[src/hw/iar_pkg.sv]
// Constants shared by the indirect address resolver and its users.
package iar_pkg;

    ////////////////////////////////////////////////////////////////////////////////
    // Control word layout: bit 0 is the most significant bit of the 32-bit word.
    localparam int unsigned CW_TRAIL_POS = 27;    // Trail flag, word bit 4.
    localparam int unsigned CW_ABSENT_POS = 26;   // Absence flag, word bit 5.
    localparam int unsigned CW_REL_POS = 25;      // Relative flag, word bit 6.
    localparam int unsigned CW_IND_POS = 24;      // Indirect flag, word bit 7.
    localparam int unsigned CW_ADDR_W = 24;       // Address field, word bits 8-31.

    ////////////////////////////////////////////////////////////////////////////////
    // Current relocation register flags byte, bit 0 most significant.
    localparam int unsigned RR_INSTR_RELOC_POS = 4;   // instr_relocate_flag, bit 3.
    localparam int unsigned RR_DEST_IND_POS = 3;      // dest_indirect_flag, bit 4.
    localparam int unsigned RR_DEST_RELOC_POS = 2;    // Destination relocate, bit 5.
    localparam int unsigned RR_ORIGIN_IND_POS = 1;    // origin_indirect_flag, bit 6.
    localparam int unsigned RR_SRC_RELOC_POS = 0;     // source_relocate_flag, bit 7.

    ////////////////////////////////////////////////////////////////////////////////
    // Operand classes presented by the instruction pipeline.
    localparam logic [1:0] CLS_DIRECT = 2'h0;     // Load address, shift, I/O, branch.
    localparam logic [1:0] CLS_DEST = 2'h1;       // Destination operand.
    localparam logic [1:0] CLS_ORIGIN = 2'h2;     // Origin operand.
    localparam logic [1:0] CLS_BRLINK = 2'h3;     // indirect_branch_link_op.

    ////////////////////////////////////////////////////////////////////////////////
    // Storage and protection constants.
    localparam logic [3:0] KEY_ALL = 4'hf;            // Storage key open to control words.
    localparam logic [3:0] KEY_ZERO = 4'h0;           // Master key.
    localparam logic [23:0] FAULT_LOC = 24'h00018c;   // Word receiving an absent word's address.
    localparam logic [3:0] BE_FLAGS = 4'h8;           // Lane of the flags byte.
    localparam logic [3:0] BE_ADDR = 4'h7;            // Lanes of bits 8-31.
    localparam int unsigned MAX_LEVELS = 8;           // Deepest chain allowed.

    ////////////////////////////////////////////////////////////////////////////////
    // Exception codes reported with a fault pulse.
    localparam logic [1:0] EXC_ABSENT = 2'h1;     // Indirect addressing exception.
    localparam logic [1:0] EXC_SPEC = 2'h2;       // Indirect address specification.
    localparam logic [1:0] EXC_PROT = 2'h3;       // Protection exception.

    ////////////////////////////////////////////////////////////////////////////////
    // Software registers, byte addresses on the plain register port.
    localparam logic [7:0] REG_STATUS = 8'h00;    // Sticky events, write one to clear.
    localparam logic [7:0] REG_MASK = 8'h04;      // Interrupt mask, same layout.
    localparam logic [7:0] REG_CTRL = 8'h08;      // Bit 0 enables the resolver.
    localparam logic [7:0] REG_LAST = 8'h0c;      // Last final address.
    localparam logic [7:0] REG_CHAIN = 8'h10;     // Last control word address and depth.
    localparam int unsigned ST_DONE_POS = 0;      // Chain resolved.
    localparam int unsigned ST_ABSENT_POS = 1;    // Absent word met.
    localparam int unsigned ST_SPEC_POS = 2;      // Chain too deep.
    localparam int unsigned ST_PROT_POS = 3;      // Control word access refused.
    localparam int unsigned ST_W = 4;             // Status width.
    localparam logic [3:0] MASK_RESET = 4'h0;     // Mask after reset.
    localparam logic CTRL_EN_RESET = 1'b1;        // Enable after reset.

endpackage : iar_pkg

[src/hw/iar_resolver.sv]
// Indirect address resolver: control word chain walker with register port.
//
// Behaviour
// Flag bits 0-3 never affect anything.
// Final word with trail set: clear, write back.
// Absent word: exception, store its address low.
// Relative flag adds relocation offset to field.
// Indirect flag chooses next word or final.
// Address field is bits 8-31 only.
// Index added only after chain ends.
// Read allowed by key F, zero, match, RP, escape.
// Write allowed by key F, zero, match, escape.
// Dest or origin flag selects first indirection.
// Direct classes never indirect; branch-link always.
// First address is displacement, base, offset.
// Eighth word still indirect: specification exception.
// First level relocation by instruction class flag.
// Branch-link copies last relative flag out.
// Final address gets normal protection only.
// I/O channel requests never use indirection.
// Control words fetched at word-aligned addresses.
// Stall while storage access is outstanding.
//
// Local design decisions: the placing of the registers and the strobed register port.
`timescale 1ns/1ps
module iar_resolver (
    input wire logic core_clk_i,
    input wire logic reset_i,
    input wire logic req_valid_i,
    input wire logic req_io_i,
    input wire logic [1:0] req_class_i,
    input wire logic req_indexed_i,
    input wire logic [23:0] disp_base_i,
    input wire logic [23:0] index_val_i,
    input wire logic [7:0] reloc_flags_i,
    input wire logic [23:0] reloc_offset_i,
    input wire logic [3:0] psw_key_i,
    input wire logic protect_escape_i,
    output logic stall_o,
    output logic done_o,
    output logic [23:0] final_addr_o,
    output logic final_normal_prot_o,
    output logic instr_reloc_we_o,
    output logic instr_reloc_val_o,
    output logic exc_valid_o,
    output logic [1:0] exc_code_o,
    output logic prog_irq_req_o,
    output logic mem_req_o,
    output logic mem_we_o,
    output logic [23:0] mem_addr_o,
    output logic [31:0] mem_wdata_o,
    output logic [3:0] mem_be_o,
    input wire logic mem_ack_i,
    input wire logic [31:0] mem_rdata_i,
    input wire logic [3:0] mem_key_i,
    input wire logic mem_rp_i,
    input wire logic [7:0] reg_addr_i,
    input wire logic [31:0] reg_wdata_i,
    input wire logic reg_we_i,
    input wire logic reg_re_i,
    output logic [31:0] reg_rdata_o,
    output logic irq_o
);

    ////////////////////////////////////////////////////////////////////////////////
    // State and storage.

    // Walker states.
    typedef enum logic [2:0] {ST_IDLE, ST_FETCH, ST_EXAM, ST_TRAIL, ST_FAULT} iar_state_t;

    iar_state_t state_q;       // Current walker state.
    logic [31:0] cw_q;         // Last fetched control word.
    logic [23:0] cw_addr_q;    // Absolute address of that word.
    logic [3:0] level_q;       // Words fetched in this chain.
    logic indirect_branch_link_op_q;              // Chain belongs to a branch-link.
    logic indexed_q;           // Index is to be added at the end.
    logic [23:0] index_q;      // Index value caught at accept.
    logic [23:0] offset_q;     // Relocation offset caught at accept.
    logic [23:0] pend_addr_q;  // Final address waiting on a trail write.
    logic pend_rel_q;          // Relative flag of the final word.
    logic stall_q;             // Pipeline stall.
    logic done_q;              // Resolution pulse.
    logic [23:0] final_q;      // Resolved address.
    logic ri_we_q;             // Relocation register update pulse.
    logic ri_val_q;            // Value for instr_relocate_flag.
    logic exc_q;               // Exception pulse.
    logic [1:0] code_q;        // Exception code.
    logic pirq_q;              // Program exception request pulse.
    logic mreq_q;              // Storage request.
    logic mwe_q;               // Storage write.
    logic [23:0] maddr_q;      // Storage address.
    logic [31:0] mwdata_q;     // Storage write data.
    logic [3:0] mbe_q;         // Storage byte lanes.
    logic [3:0] status_q;      // Sticky events.
    logic [3:0] mask_q;        // Interrupt mask.
    logic ctrl_en_q;           // Resolver enable.
    logic [31:0] rdata_q;      // Register read data.
    logic irq_q;               // Interrupt level.

    ////////////////////////////////////////////////////////////////////////////////
    // Request classification and first address.

    // Only processor requests are served; channel addresses bypass this unit.
    wire accept = req_valid_i && !req_io_i && ctrl_en_q && (state_q == ST_IDLE);
    wire sel_dest = (req_class_i == iar_pkg::CLS_DEST);
    wire sel_orig = (req_class_i == iar_pkg::CLS_ORIGIN);
    wire sel_indirect_branch_link_op = (req_class_i == iar_pkg::CLS_BRLINK);
    // Indirection comes from the relocation flags, or always for a branch-link.
    wire go_ind = (sel_dest && reloc_flags_i[iar_pkg::RR_DEST_IND_POS])
                || (sel_orig && reloc_flags_i[iar_pkg::RR_ORIGIN_IND_POS])
                || sel_indirect_branch_link_op;
    // First level relocation flag by class.
    wire first_rel = (sel_dest && reloc_flags_i[iar_pkg::RR_DEST_RELOC_POS])
                   || (sel_orig && reloc_flags_i[iar_pkg::RR_SRC_RELOC_POS])
                   || (sel_indirect_branch_link_op && reloc_flags_i[iar_pkg::RR_INSTR_RELOC_POS]);
    wire [23:0] first_addr = disp_base_i + (first_rel ? reloc_offset_i : 24'h000000);
    wire [23:0] direct_addr = first_addr + (req_indexed_i ? index_val_i : 24'h000000);
    wire [23:0] first_word = {first_addr[23:2], 2'h0};

    ////////////////////////////////////////////////////////////////////////////////
    // Control word decode; bits 0-3 of the word are never looked at.

    wire cw_trail = cw_q[iar_pkg::CW_TRAIL_POS];
    wire cw_absent = cw_q[iar_pkg::CW_ABSENT_POS];
    wire cw_rel = cw_q[iar_pkg::CW_REL_POS];
    wire cw_ind = cw_q[iar_pkg::CW_IND_POS];
    wire [23:0] cw_field = cw_q[iar_pkg::CW_ADDR_W-1:0];
    wire [23:0] cw_abs = cw_field + (cw_rel ? offset_q : 24'h000000);
    wire [23:0] next_word = {cw_abs[23:2], 2'h0};
    wire [23:0] end_addr = pend_addr_q + (indexed_q ? index_q : 24'h000000);
    wire [23:0] end_now = cw_abs + (indexed_q ? index_q : 24'h000000);
    wire at_limit = (level_q == 4'(iar_pkg::MAX_LEVELS));
    wire [31:0] trail_data = {cw_q[31:28], 1'b0, cw_q[26:0]};

    ////////////////////////////////////////////////////////////////////////////////
    // Protection checks against the key of the word being read.

    wire key_open = (mem_key_i == iar_pkg::KEY_ALL);
    wire key_zero = (psw_key_i == iar_pkg::KEY_ZERO);
    wire key_match = (psw_key_i == mem_key_i);
    wire rd_ok = key_open || key_zero || key_match || !mem_rp_i || protect_escape_i;
    wire wr_ok = key_open || key_zero || key_match || protect_escape_i;

    wire ack_fetch = (state_q == ST_FETCH) && mem_ack_i;
    wire exam = (state_q == ST_EXAM);
    wire ex_absent = exam && cw_absent;
    wire ex_final = exam && !cw_absent && !cw_ind;
    wire ex_chain = exam && !cw_absent && cw_ind;
    wire trail_go = ex_final && cw_trail;
    wire finish = (ex_final && !cw_trail)
                || ((state_q == ST_TRAIL) && mem_ack_i);
    wire [23:0] done_addr = (state_q == ST_TRAIL) ? end_addr : end_now;
    wire done_rel = (state_q == ST_TRAIL) ? pend_rel_q : cw_rel;

    ////////////////////////////////////////////////////////////////////////////////
    // Walker state machine.

    // Each storage access holds the walker until its acknowledge.
    always_ff @(posedge core_clk_i)
    begin
        if (reset_i)
        begin
            state_q <= ST_IDLE;
        end
        else
        begin
            case (state_q)
                ST_IDLE:
                begin
                    // Indirect requests start a fetch; others finish at once.
                    if (accept && go_ind)
                    begin
                        state_q <= ST_FETCH;
                    end
                end
                ST_FETCH:
                begin
                    // Flags are examined only once read data is back.
                    if (mem_ack_i)
                    begin
                        state_q <= rd_ok ? ST_EXAM : ST_IDLE;
                    end
                end
                ST_EXAM:
                begin
                    // One step along the chain per examined word.
                    if (cw_absent)
                    begin
                        state_q <= ST_FAULT;
                    end
                    else if (cw_ind)
                    begin
                        state_q <= at_limit ? ST_IDLE : ST_FETCH;
                    end
                    else if (cw_trail && wr_ok)
                    begin
                        state_q <= ST_TRAIL;
                    end
                    else
                    begin
                        state_q <= ST_IDLE;
                    end
                end
                default:
                begin
                    // Trail and fault writes end on their acknowledge.
                    if (mem_ack_i)
                    begin
                        state_q <= ST_IDLE;
                    end
                end
            endcase
        end
    end

    // Chain context captured at accept and updated per fetched word.
    always_ff @(posedge core_clk_i)
    begin
        if (reset_i)
        begin
            cw_q <= 32'h00000000;
            cw_addr_q <= 24'h000000;
            level_q <= 4'h0;
            indirect_branch_link_op_q <= 1'b0;
            indexed_q <= 1'b0;
            index_q <= 24'h000000;
            offset_q <= 24'h000000;
            pend_addr_q <= 24'h000000;
            pend_rel_q <= 1'b0;
        end
        else
        begin
            if (accept)
            begin
                cw_addr_q <= first_word;
                level_q <= 4'h1;
                indirect_branch_link_op_q <= sel_indirect_branch_link_op;
                indexed_q <= req_indexed_i;
                index_q <= index_val_i;
                offset_q <= reloc_offset_i;
            end
            if (ack_fetch)
            begin
                cw_q <= mem_rdata_i;
            end
            if (ex_chain && !at_limit)
            begin
                cw_addr_q <= next_word;
                level_q <= level_q + 4'h1;
            end
            if (trail_go)
            begin
                pend_addr_q <= cw_abs;
                pend_rel_q <= cw_rel;
            end
        end
    end

    ////////////////////////////////////////////////////////////////////////////////
    // Storage port; the request is held until the acknowledge.

    always_ff @(posedge core_clk_i)
    begin
        if (reset_i)
        begin
            mreq_q <= 1'b0;
            mwe_q <= 1'b0;
            maddr_q <= 24'h000000;
            mwdata_q <= 32'h00000000;
            mbe_q <= 4'h0;
        end
        else if (accept && go_ind)
        begin
            mreq_q <= 1'b1;
            mwe_q <= 1'b0;
            maddr_q <= first_word;
        end
        else if (ex_chain && !at_limit)
        begin
            mreq_q <= 1'b1;
            mwe_q <= 1'b0;
            maddr_q <= next_word;
        end
        else if (trail_go && wr_ok)
        begin
            mreq_q <= 1'b1;
            mwe_q <= 1'b1;
            maddr_q <= cw_addr_q;
            mwdata_q <= trail_data;
            mbe_q <= iar_pkg::BE_FLAGS;
        end
        else if (ex_absent)
        begin
            mreq_q <= 1'b1;
            mwe_q <= 1'b1;
            maddr_q <= iar_pkg::FAULT_LOC;
            mwdata_q <= {8'h00, cw_addr_q};
            mbe_q <= iar_pkg::BE_ADDR;
        end
        else if (mem_ack_i)
        begin
            mreq_q <= 1'b0;
            mwe_q <= 1'b0;
        end
    end

    ////////////////////////////////////////////////////////////////////////////////
    // Results and exceptions toward the pipeline.

    wire fault_done = (state_q == ST_FAULT) && mem_ack_i;
    wire spec_hit = ex_chain && at_limit;
    wire prot_hit = (ack_fetch && !rd_ok) || (trail_go && !wr_ok);
    wire direct_done = accept && !go_ind;

    // Pulses last one cycle; stall covers every cycle of a chain.
    always_ff @(posedge core_clk_i)
    begin
        if (reset_i)
        begin
            stall_q <= 1'b0;
            done_q <= 1'b0;
            final_q <= 24'h000000;
            ri_we_q <= 1'b0;
            ri_val_q <= 1'b0;
            exc_q <= 1'b0;
            code_q <= 2'h0;
            pirq_q <= 1'b0;
        end
        else
        begin
            stall_q <= (accept && go_ind) || (stall_q && !(finish || spec_hit
                       || prot_hit || fault_done));
            done_q <= finish || direct_done;
            ri_we_q <= finish && indirect_branch_link_op_q;
            exc_q <= spec_hit || prot_hit || fault_done;
            pirq_q <= spec_hit || prot_hit || fault_done;
            if (finish)
            begin
                final_q <= done_addr;
                ri_val_q <= done_rel;
            end
            else if (direct_done)
            begin
                final_q <= direct_addr;
            end
            if (fault_done)
            begin
                code_q <= iar_pkg::EXC_ABSENT;
            end
            else if (spec_hit)
            begin
                code_q <= iar_pkg::EXC_SPEC;
            end
            else if (prot_hit)
            begin
                code_q <= iar_pkg::EXC_PROT;
            end
        end
    end

    ////////////////////////////////////////////////////////////////////////////////
    // Register port and interrupt.

    wire [3:0] events = {prot_hit, spec_hit, fault_done, finish};
    wire [3:0] w1c = (reg_we_i && reg_addr_i == iar_pkg::REG_STATUS) ? reg_wdata_i[3:0] : 4'h0;
    wire [3:0] status_d = (status_q & ~w1c) | events; // Set wins over clear.
    wire [31:0] rd_mux = (reg_addr_i == iar_pkg::REG_STATUS) ? {28'h0, status_q}
                       : (reg_addr_i == iar_pkg::REG_MASK) ? {28'h0, mask_q}
                       : (reg_addr_i == iar_pkg::REG_CTRL) ? {31'h0, ctrl_en_q}
                       : (reg_addr_i == iar_pkg::REG_LAST) ? {8'h00, final_q}
                       : (reg_addr_i == iar_pkg::REG_CHAIN) ? {level_q, 4'h0, cw_addr_q}
                       : 32'h00000000;

    // Registers, read data one cycle after the strobe, and the interrupt level.
    always_ff @(posedge core_clk_i)
    begin
        if (reset_i)
        begin
            status_q <= 4'h0;
            mask_q <= iar_pkg::MASK_RESET;
            ctrl_en_q <= iar_pkg::CTRL_EN_RESET;
            rdata_q <= 32'h00000000;
            irq_q <= 1'b0;
        end
        else
        begin
            status_q <= status_d;
            irq_q <= |(status_d & mask_q);
            rdata_q <= reg_re_i ? rd_mux : 32'h00000000;
            if (reg_we_i && reg_addr_i == iar_pkg::REG_MASK)
            begin
                mask_q <= reg_wdata_i[3:0];
            end
            if (reg_we_i && reg_addr_i == iar_pkg::REG_CTRL)
            begin
                ctrl_en_q <= reg_wdata_i[0];
            end
        end
    end

    assign stall_o = stall_q;
    assign done_o = done_q;
    assign final_addr_o = final_q;
    assign final_normal_prot_o = done_q;
    assign instr_reloc_we_o = ri_we_q;
    assign instr_reloc_val_o = ri_val_q;
    assign exc_valid_o = exc_q;
    assign exc_code_o = code_q;
    assign prog_irq_req_o = pirq_q;
    assign mem_req_o = mreq_q;
    assign mem_we_o = mwe_q;
    assign mem_addr_o = maddr_q;
    assign mem_wdata_o = mwdata_q;
    assign mem_be_o = mbe_q;
    assign reg_rdata_o = rdata_q;
    assign irq_o = irq_q;
endmodule : iar_resolver

[config.mk]
export PLATFORM = sky130hd
export DESIGN_NAME = iar_resolver
export DESIGN_NICKNAME = d
export VERILOG_FILES = /design/src/hw/iar_pkg.sv /design/src/hw/iar_resolver.sv
export SDC_FILE = /design/constraint.sdc
export NUM_CORES = 1
export LEC_CHECK = 0
export BUFFER_PORTS_ARGS = -buffer_cell sky130_fd_sc_hd__clkbuf_2
export CAP_MARGIN = 0
export CORE_AREA = 2 2 197 199
export CTS_BUF_LIST = sky130_fd_sc_hd__clkbuf_2 sky130_fd_sc_hd__clkbuf_4 sky130_fd_sc_hd__clkbuf_8
export CTS_CLUSTER_DIAMETER = 80
export DETAILED_ROUTE_END_ITERATION = 8
export DIE_AREA = 0 0 199 201
export GPL_TIMING_DRIVEN = 0
export HOLD_SLACK_MARGIN = 0.03
export PLACE_DENSITY = 0.69
export SLEW_MARGIN = 10
export SYNTH_ARGS = -nofsm -noshare
export SYNTH_HDL_FRONTEND = slang
export SYNTH_SLANG_ARGS = --single-unit
[constraint.sdc]
create_clock -name core_clk_i -period 15.27 [get_ports core_clk_i]
set_clock_uncertainty 0.15 [all_clocks]
set_input_delay 3.054 -clock core_clk_i [delete_from_list [all_inputs] [get_ports core_clk_i]]
set_output_delay 3.054 -clock core_clk_i [all_outputs]
set_load 0.005 [all_outputs]
* Yosys cells after proc, flatten, opt, wreduce, memory -nomap -nowiden
Index checks and enable logic that the tools add are counted.
Word-level totals: register bits after elaboration 271, output and inout bits 128, logic and storage cells 184, input bits 172
Operators by class: $add $sub $neg 6, equality and inequality tests 16, bitwise logic cells 8, reduce and logical (&&, ||, !) cells 79, mux-type cells 43
Operators by type and width (number):
- $mux W24 | 15
- $add A24 B24 Y24 | 5
- $mux W32 | 2
- $mux W4 | 8
- $logic_and A1 B1 Y1 | 30
- $logic_or A1 B1 Y1 | 18
- $eq A8 B4 Y1 const B | 2
- $mux W3 | 4
- $logic_not A1 Y1 | 10
- $mux W2 | 5
- $pmux W3 S3 | 1
- $reduce_bool A3 Y1 | 3
- $and A4 B4 Y4 | 2
- $eq A4 B4 Y1 const B | 2
- $eq A8 B3 Y1 const B | 1
- $eq A8 B5 Y1 const B | 1
- $logic_not A8 Y1 | 1
- $mux W1 | 8
- $reduce_bool A2 Y1 | 4
- $reduce_or A7 Y1 | 1
- $eq A3 B2 Y1 const B | 2
- $reduce_and A3 Y1 | 2
- $reduce_or A6 Y1 | 1
- $reduce_bool A5 Y1 | 1
- 18 further kinds | 23

* Longest topological paths before layout
word-level depth 13, gate-level depth with buffers 26, gate-level depth less buffers 24

* Worst setup path before layout
No wires, ideal clock.
path kind input port to flip-flop, from in req_class_i[0], to reg final_q[22] (netlist: final_addr_o[22]), data arrival time 7.188 ns, required time 14.983 ns, stages 22, path buffers 0, setup time 0.137 ns, path slack 7.795 ns, cell sequence mux2i_1 -> mux2i_1 -> and2_1 -> ha_1 -> fa_1 -> a21o_1 -> a21oi_1 -> o21a_1 -> o31ai_1 -> a21oi_1 -> o21bai_1 -> a21oi_1 -> xnor2_1 -> ha_1 -> and3_1 -> nand3_1 -> or3_1 -> a21o_1 -> a31oi_1 -> mux2i_1 -> a2111oi_0 -> a211oi_1
On the way: longest elaborated chain between the ends 9, elaborated cells on any way between the ends 20, those cells by class add/sub: 2; eq/ne: 3; mux: 3; reduce/logical: 12
Ends and longest elaborated chain:
- start, declared | line iar_resolver.sv:31 | input wire logic [1:0] req_class_i,
- $eq A2 B1 Y1 or $eq A2 B2 Y1 (tied branches) | line iar_resolver.sv:105, iar_resolver.sv:106
- $logic_and A1 B1 Y1 (on tied branches) | line iar_resolver.sv:113, iar_resolver.sv:114
- $logic_or A1 B1 Y1 | line iar_resolver.sv:114 | || (sel_orig && reloc_flags_i[iar_pkg::RR_SRC_RELOC_POS])
- $logic_or A1 B1 Y1 | line iar_resolver.sv:115 | || (sel_indirect_branch_link_op && reloc_flags_i[iar_pkg::RR_INSTR_RELOC_POS]);
- $mux W24 | line iar_resolver.sv:116 | wire [23:0] first_addr = disp_base_i + (first_rel ? reloc_offset_i : 24'h000000);
- $add A24 B24 Y24 | line iar_resolver.sv:116
- $add A24 B24 Y24 | line iar_resolver.sv:117 | wire [23:0] direct_addr = first_addr + (req_indexed_i ? index_val_i : 24'h000000);
- $mux W24 | line iar_resolver.sv:342 | else if (direct_done)
- $mux W24 | line iar_resolver.sv:337 | if (finish)
- end signal, assigned | line iar_resolver.sv:339 | final_q <= done_addr;
- end signal, assigned | line iar_resolver.sv:344 | final_q <= direct_addr;
- end, declared | line iar_resolver.sv:83 | logic [23:0] final_q;
Several ways; a longest one is shown, not always the timed one. The select of a mux whose other input is x is not followed. A chain may end at the register's enable or synchronous reset.

* Worst setup path after layout
from in req_class_i[0], to reg final_q[23] (netlist: final_addr_o[23])
Same word-level chain as after synthesis.

==> flow_metrics.tcl <==
set metrics [dict create \
    rsz0062_at_grt "false" \
    initial_core_util_pct 39.5 \
    chipHeight_um 201 \
    dp.final_hpwl_mm 46.8 \
    cp.required_ps 15650 \
    crit_fanout 10 \
    power_leakage_nw 7.74 \
    drc 0 \
    htreeDepth 2 \
    core_um2 38100 \
    die_w_um 199 \
    max_slew_margin_pct 25.4 \
    num_rows 72 \
    cts_sinks 262 \
    synth_area_leader_cell "dfxtp_1" \
    rr_startpoint "cw_q[25]" \
    viasPerCell 5.57 \
    dieArea_um2 40000 \
    reg2reg_slack_ps 8690 \
    ys_types 77 \
    synthFlopType "dfxtp_1" \
    synth-simple-area-share_pct 23.8 \
    dpl_cell_area_um2 17000 \
    worstPathBufferInverterCount 2 \
    postRouteWirelength_mm 58.5 \
    clkTransAtPathRegs_ps 60 \
    holdCritStartpoint "offset_q[14]" \
    synth_edf_count 0 \
    synth_xor_area_share_pct 4.81 \
    setup_viol 0 \
    postCtsSetupRepairBufs 0 \
    antenna_found_initial 1 \
    dr.pass1.iters 5 \
    yosys.area.top_type_share_pct 34.9 \
    nFillCells 3851 \
    syn_inst 1946 \
    startpoint_type "input pin" \
    wl_per_cell_um 20.8 \
    clk_latency_ps 620 \
    cap_violations 0 \
    power.switching_mw 0.534 \
    fin_crit_sh_pct 58.0 \
    syn_area_um2 15000 \
    drive_gt1_share_pct 16.2 \
    crit_family "compound AO/OA/AOI/OAI gates" \
    cts_made_buffers 47 \
    post_cts_resized 0 \
    powerDensity_nw_per_um2 96.1 \
    grt_max_degree 12 \
    async_flop_share_pct 0 \
    antenna_left 0 \
    ff2ff_path_depth 25 \
    crit_chain "clkbuf_2 > mux2i_1 > mux2i_1 > clkbuf_1 > and2_1 > ha_1 > a21oi_1 > o21bai_1 > a221oi_1 > o21a_1 > o21ai_1 > or4_1 > nand2_1 > xnor2_1 > ha_1 > a21o_1 > a21oi_1 > nand3_1 > o21ai_0 > xor2_1 > xor2_1 > nand2_1 > a221oi_2" \
    period_needed_ps 8860 \
    grt_usage_pct 28.4 \
    final_common_cell "nand2_1" \
    pwr-share-seq_pct 42.5 \
    synth_seq_cells 262 \
    place_congestion 0.949 \
    p_clk_share_pct 39.6 \
    cts_hold_buf 0 \
    yosysWarnings 0 \
    max_freq_mhz 113 \
    hold_slack_ps 299 \
    final_cell_mix "nand2_1 (436), dfxtp_1 (262), a21oi_1 (257), clkbuf_2 (257), nor2_1 (107)" \
    holdCritPathClass "reg -> reg" \
    root_buffer "clkbuf_8" \
    via_count 15600 \
    intPower_mw 1.19 \
    reg2reg_to "final_addr_o[23]" \
    port_buffers 257 \
    cp_slowest_stage_delay_ps 810 \
    syn_area_per_cell_um2 7.73 \
    final_cells 2809 \
    hold_end "offset_q[14]" \
    placed_cells 2727 \
    seq_area_frac_synth_pct 34.9 \
    drt_iter0_drc 1380 \
    synth_top_family_by_area "simple AND/OR/NAND/NOR gates" \
    maxSlewViolCount 0 \
    synthAdderAreaFrac_pct 8.35 \
    switching_share_pct 31.0 \
    grt_first_pass_wirelength_mm 85.6 \
    tns_ps 0 \
    grt_pass1_vias 14400 \
    nets 2528 \
    arrival_ps 9240 \
    multi_input_area_um2 9220 \
    hold_violations 0 \
    ir_drop_mv 0.0503 \
    synth_compound_area_share_pct 23.0 \
    top_level_ports 300 \
    criticalPathCategory "in -> reg" \
    seq_area_um2 5250 \
    clockBufferDepth 3 \
    gr-total-overflow 0 \
    min_path_cells 2 \
    synthTopCellsByArea "dfxtp_1 (35%), nand2_1 (11%), a21oi_1 (8.5%)" \
    synth_mux_area_share_pct 1.17 \
    cts_tree "done" \
    areaGrowthSynthToFinish_pct 19.3 \
    fin_area_um2 17900 \
    slowest_stage "mux2i_1" \
    status "completed" \
    comb_power_share_pct 17.9 \
    worst_pin_slew_ps 1110 \
    crit_path_end_kind "register" \
]
## cell usage after synthesis, drive strengths merged, types with 4 or more instances
| cell type | number |
|---|---|
| nor3 | 21 |
| a21oi | 257 |
| a222oi | 8 |
| and2 | 106 |
| a21o | 44 |
| dfxtp | 262 |
| nand4 | 7 |
| xor2 | 22 |
| and3 | 11 |
| or3 | 7 |
| nor4 | 6 |
| nor2 | 108 |
| fa | 4 |
| a22o | 21 |
| nor3b | 4 |
| nor2b | 14 |
| inv | 33 |
| o21bai | 17 |
| xnor2 | 58 |
| nand3b | 7 |
| a31oi | 26 |
| a311oi | 4 |
| o221ai | 6 |
| o211ai | 7 |
| o21ai | 47 |
| mux2i | 12 |
| a22oi | 47 |
| nand3 | 37 |
| nand2b | 13 |
| ha | 94 |
| nand2 | 436 |
| buf | 15 |
| a221oi | 11 |
| a211oi | 18 |
| clkbuf | 102 |
| o21a | 6 |
## metrics by stage
stage | utilization, % | setup WS, ps | power [mW]
6_report | 47.1 | 6410 | 1.72
3_5_place_dp | 44.6 | 5880 | 1.05
4_1_cts | 47.1 | 6530 | 1.73
5_1_grt | 47.1 | 5960 | 1.79
2_1_floorplan | - | 7790 | 0.924
3_3_place_gp | 44.6 | 5960 | 1.04
## kinds of logic after synthesis
family	Yosys count
AND/OR/NAND/NOR	792
buffers and inverters	150
XOR/XNOR	81
multiplexers	16
adder cells (fa/ha/maj)	98
flip-flops	262
AO/OA/AOI/OAI	546
other	1
## power by group through the flow
stage	clock [mW]	sequential, mW	combinational (mW)
6_report	0.683	0.733	0.309
5_1_grt	0.719	0.733	0.334
4_1_cts	0.691	0.732	0.303
3_5_place_dp	0	0.746	0.301
3_3_place_gp	0	0.746	0.296
2_1_floorplan	0	0.733	0.192
## per-layer routing
layer / track usage, % / vias to the layer above / part of all wire, %
met4: 13.6 / 2 / 4.8
met2: 45.9 / 753 / 45
met1: 36.2 / 7297 / 42
met3: 5.59 / 157 / 8.0
li1: - / 7431 / -
met5: 1.11 / - / 0.10
## worst max-delay path by stage
stage | from | endpoint | slack [ps] | cells past startpoint
floorplan | req_class_i[0] | final_addr_o[22] | 7790 | 22
global placement | req_class_i[0] | final_addr_o[23] | 5960 | 23
detailed placement | req_class_i[0] | final_addr_o[23] | 5880 | 23
CTS | req_class_i[0] | final_addr_o[23] | 6530 | 23
global route | req_class_i[0] | final_addr_o[23] | 5960 | 23
finish | req_class_i[0] | final_addr_o[23] | 6410 | 23
## flip-flops by register name (all words and copies together), names as in the netlist, 4 cells and up
signal and cells:
index_q 24, status_q 4, mem_wdata_o 31, mem_addr_o 22
final_addr_o 24, offset_q 24, cw_q 32, pend_addr_q 24
cw_addr_q 22, mask_q 4, reg_rdata_o 28, level_q 4
## worst reg2reg max path, delay by kind of cell, from the launching register on
| kind | cells | cell delay (ps) |
|---|---|---|
| flip-flops | 1 | 300 |
| AND/OR/NAND/NOR | 5 | 660 |
| AO/OA/AOI/OAI | 13 | 3300 |
| XOR/XNOR | 2 | 540 |
| adder cells (fa/ha/maj) | 3 | 940 |
| buffers and inverters | 2 | 620 |
## final cells by class
| class | count | share of cell area [%] |
|---|---|---|
| inverters | 33 | 0.690 |
| repair buffers | 257 | 7.17 |
| multi-input cells | 1540 | 51.4 |
| plain buffers | 117 | 2.68 |
| well taps | 518 | 3.61 |
| diodes | 1 | 0.0139 |
| clock inverters | 11 | 0.307 |
| clock buffers | 70 | 4.95 |
| flip-flops and latches | 262 | 29.2 |
Power figures use the tool's default switching activity.
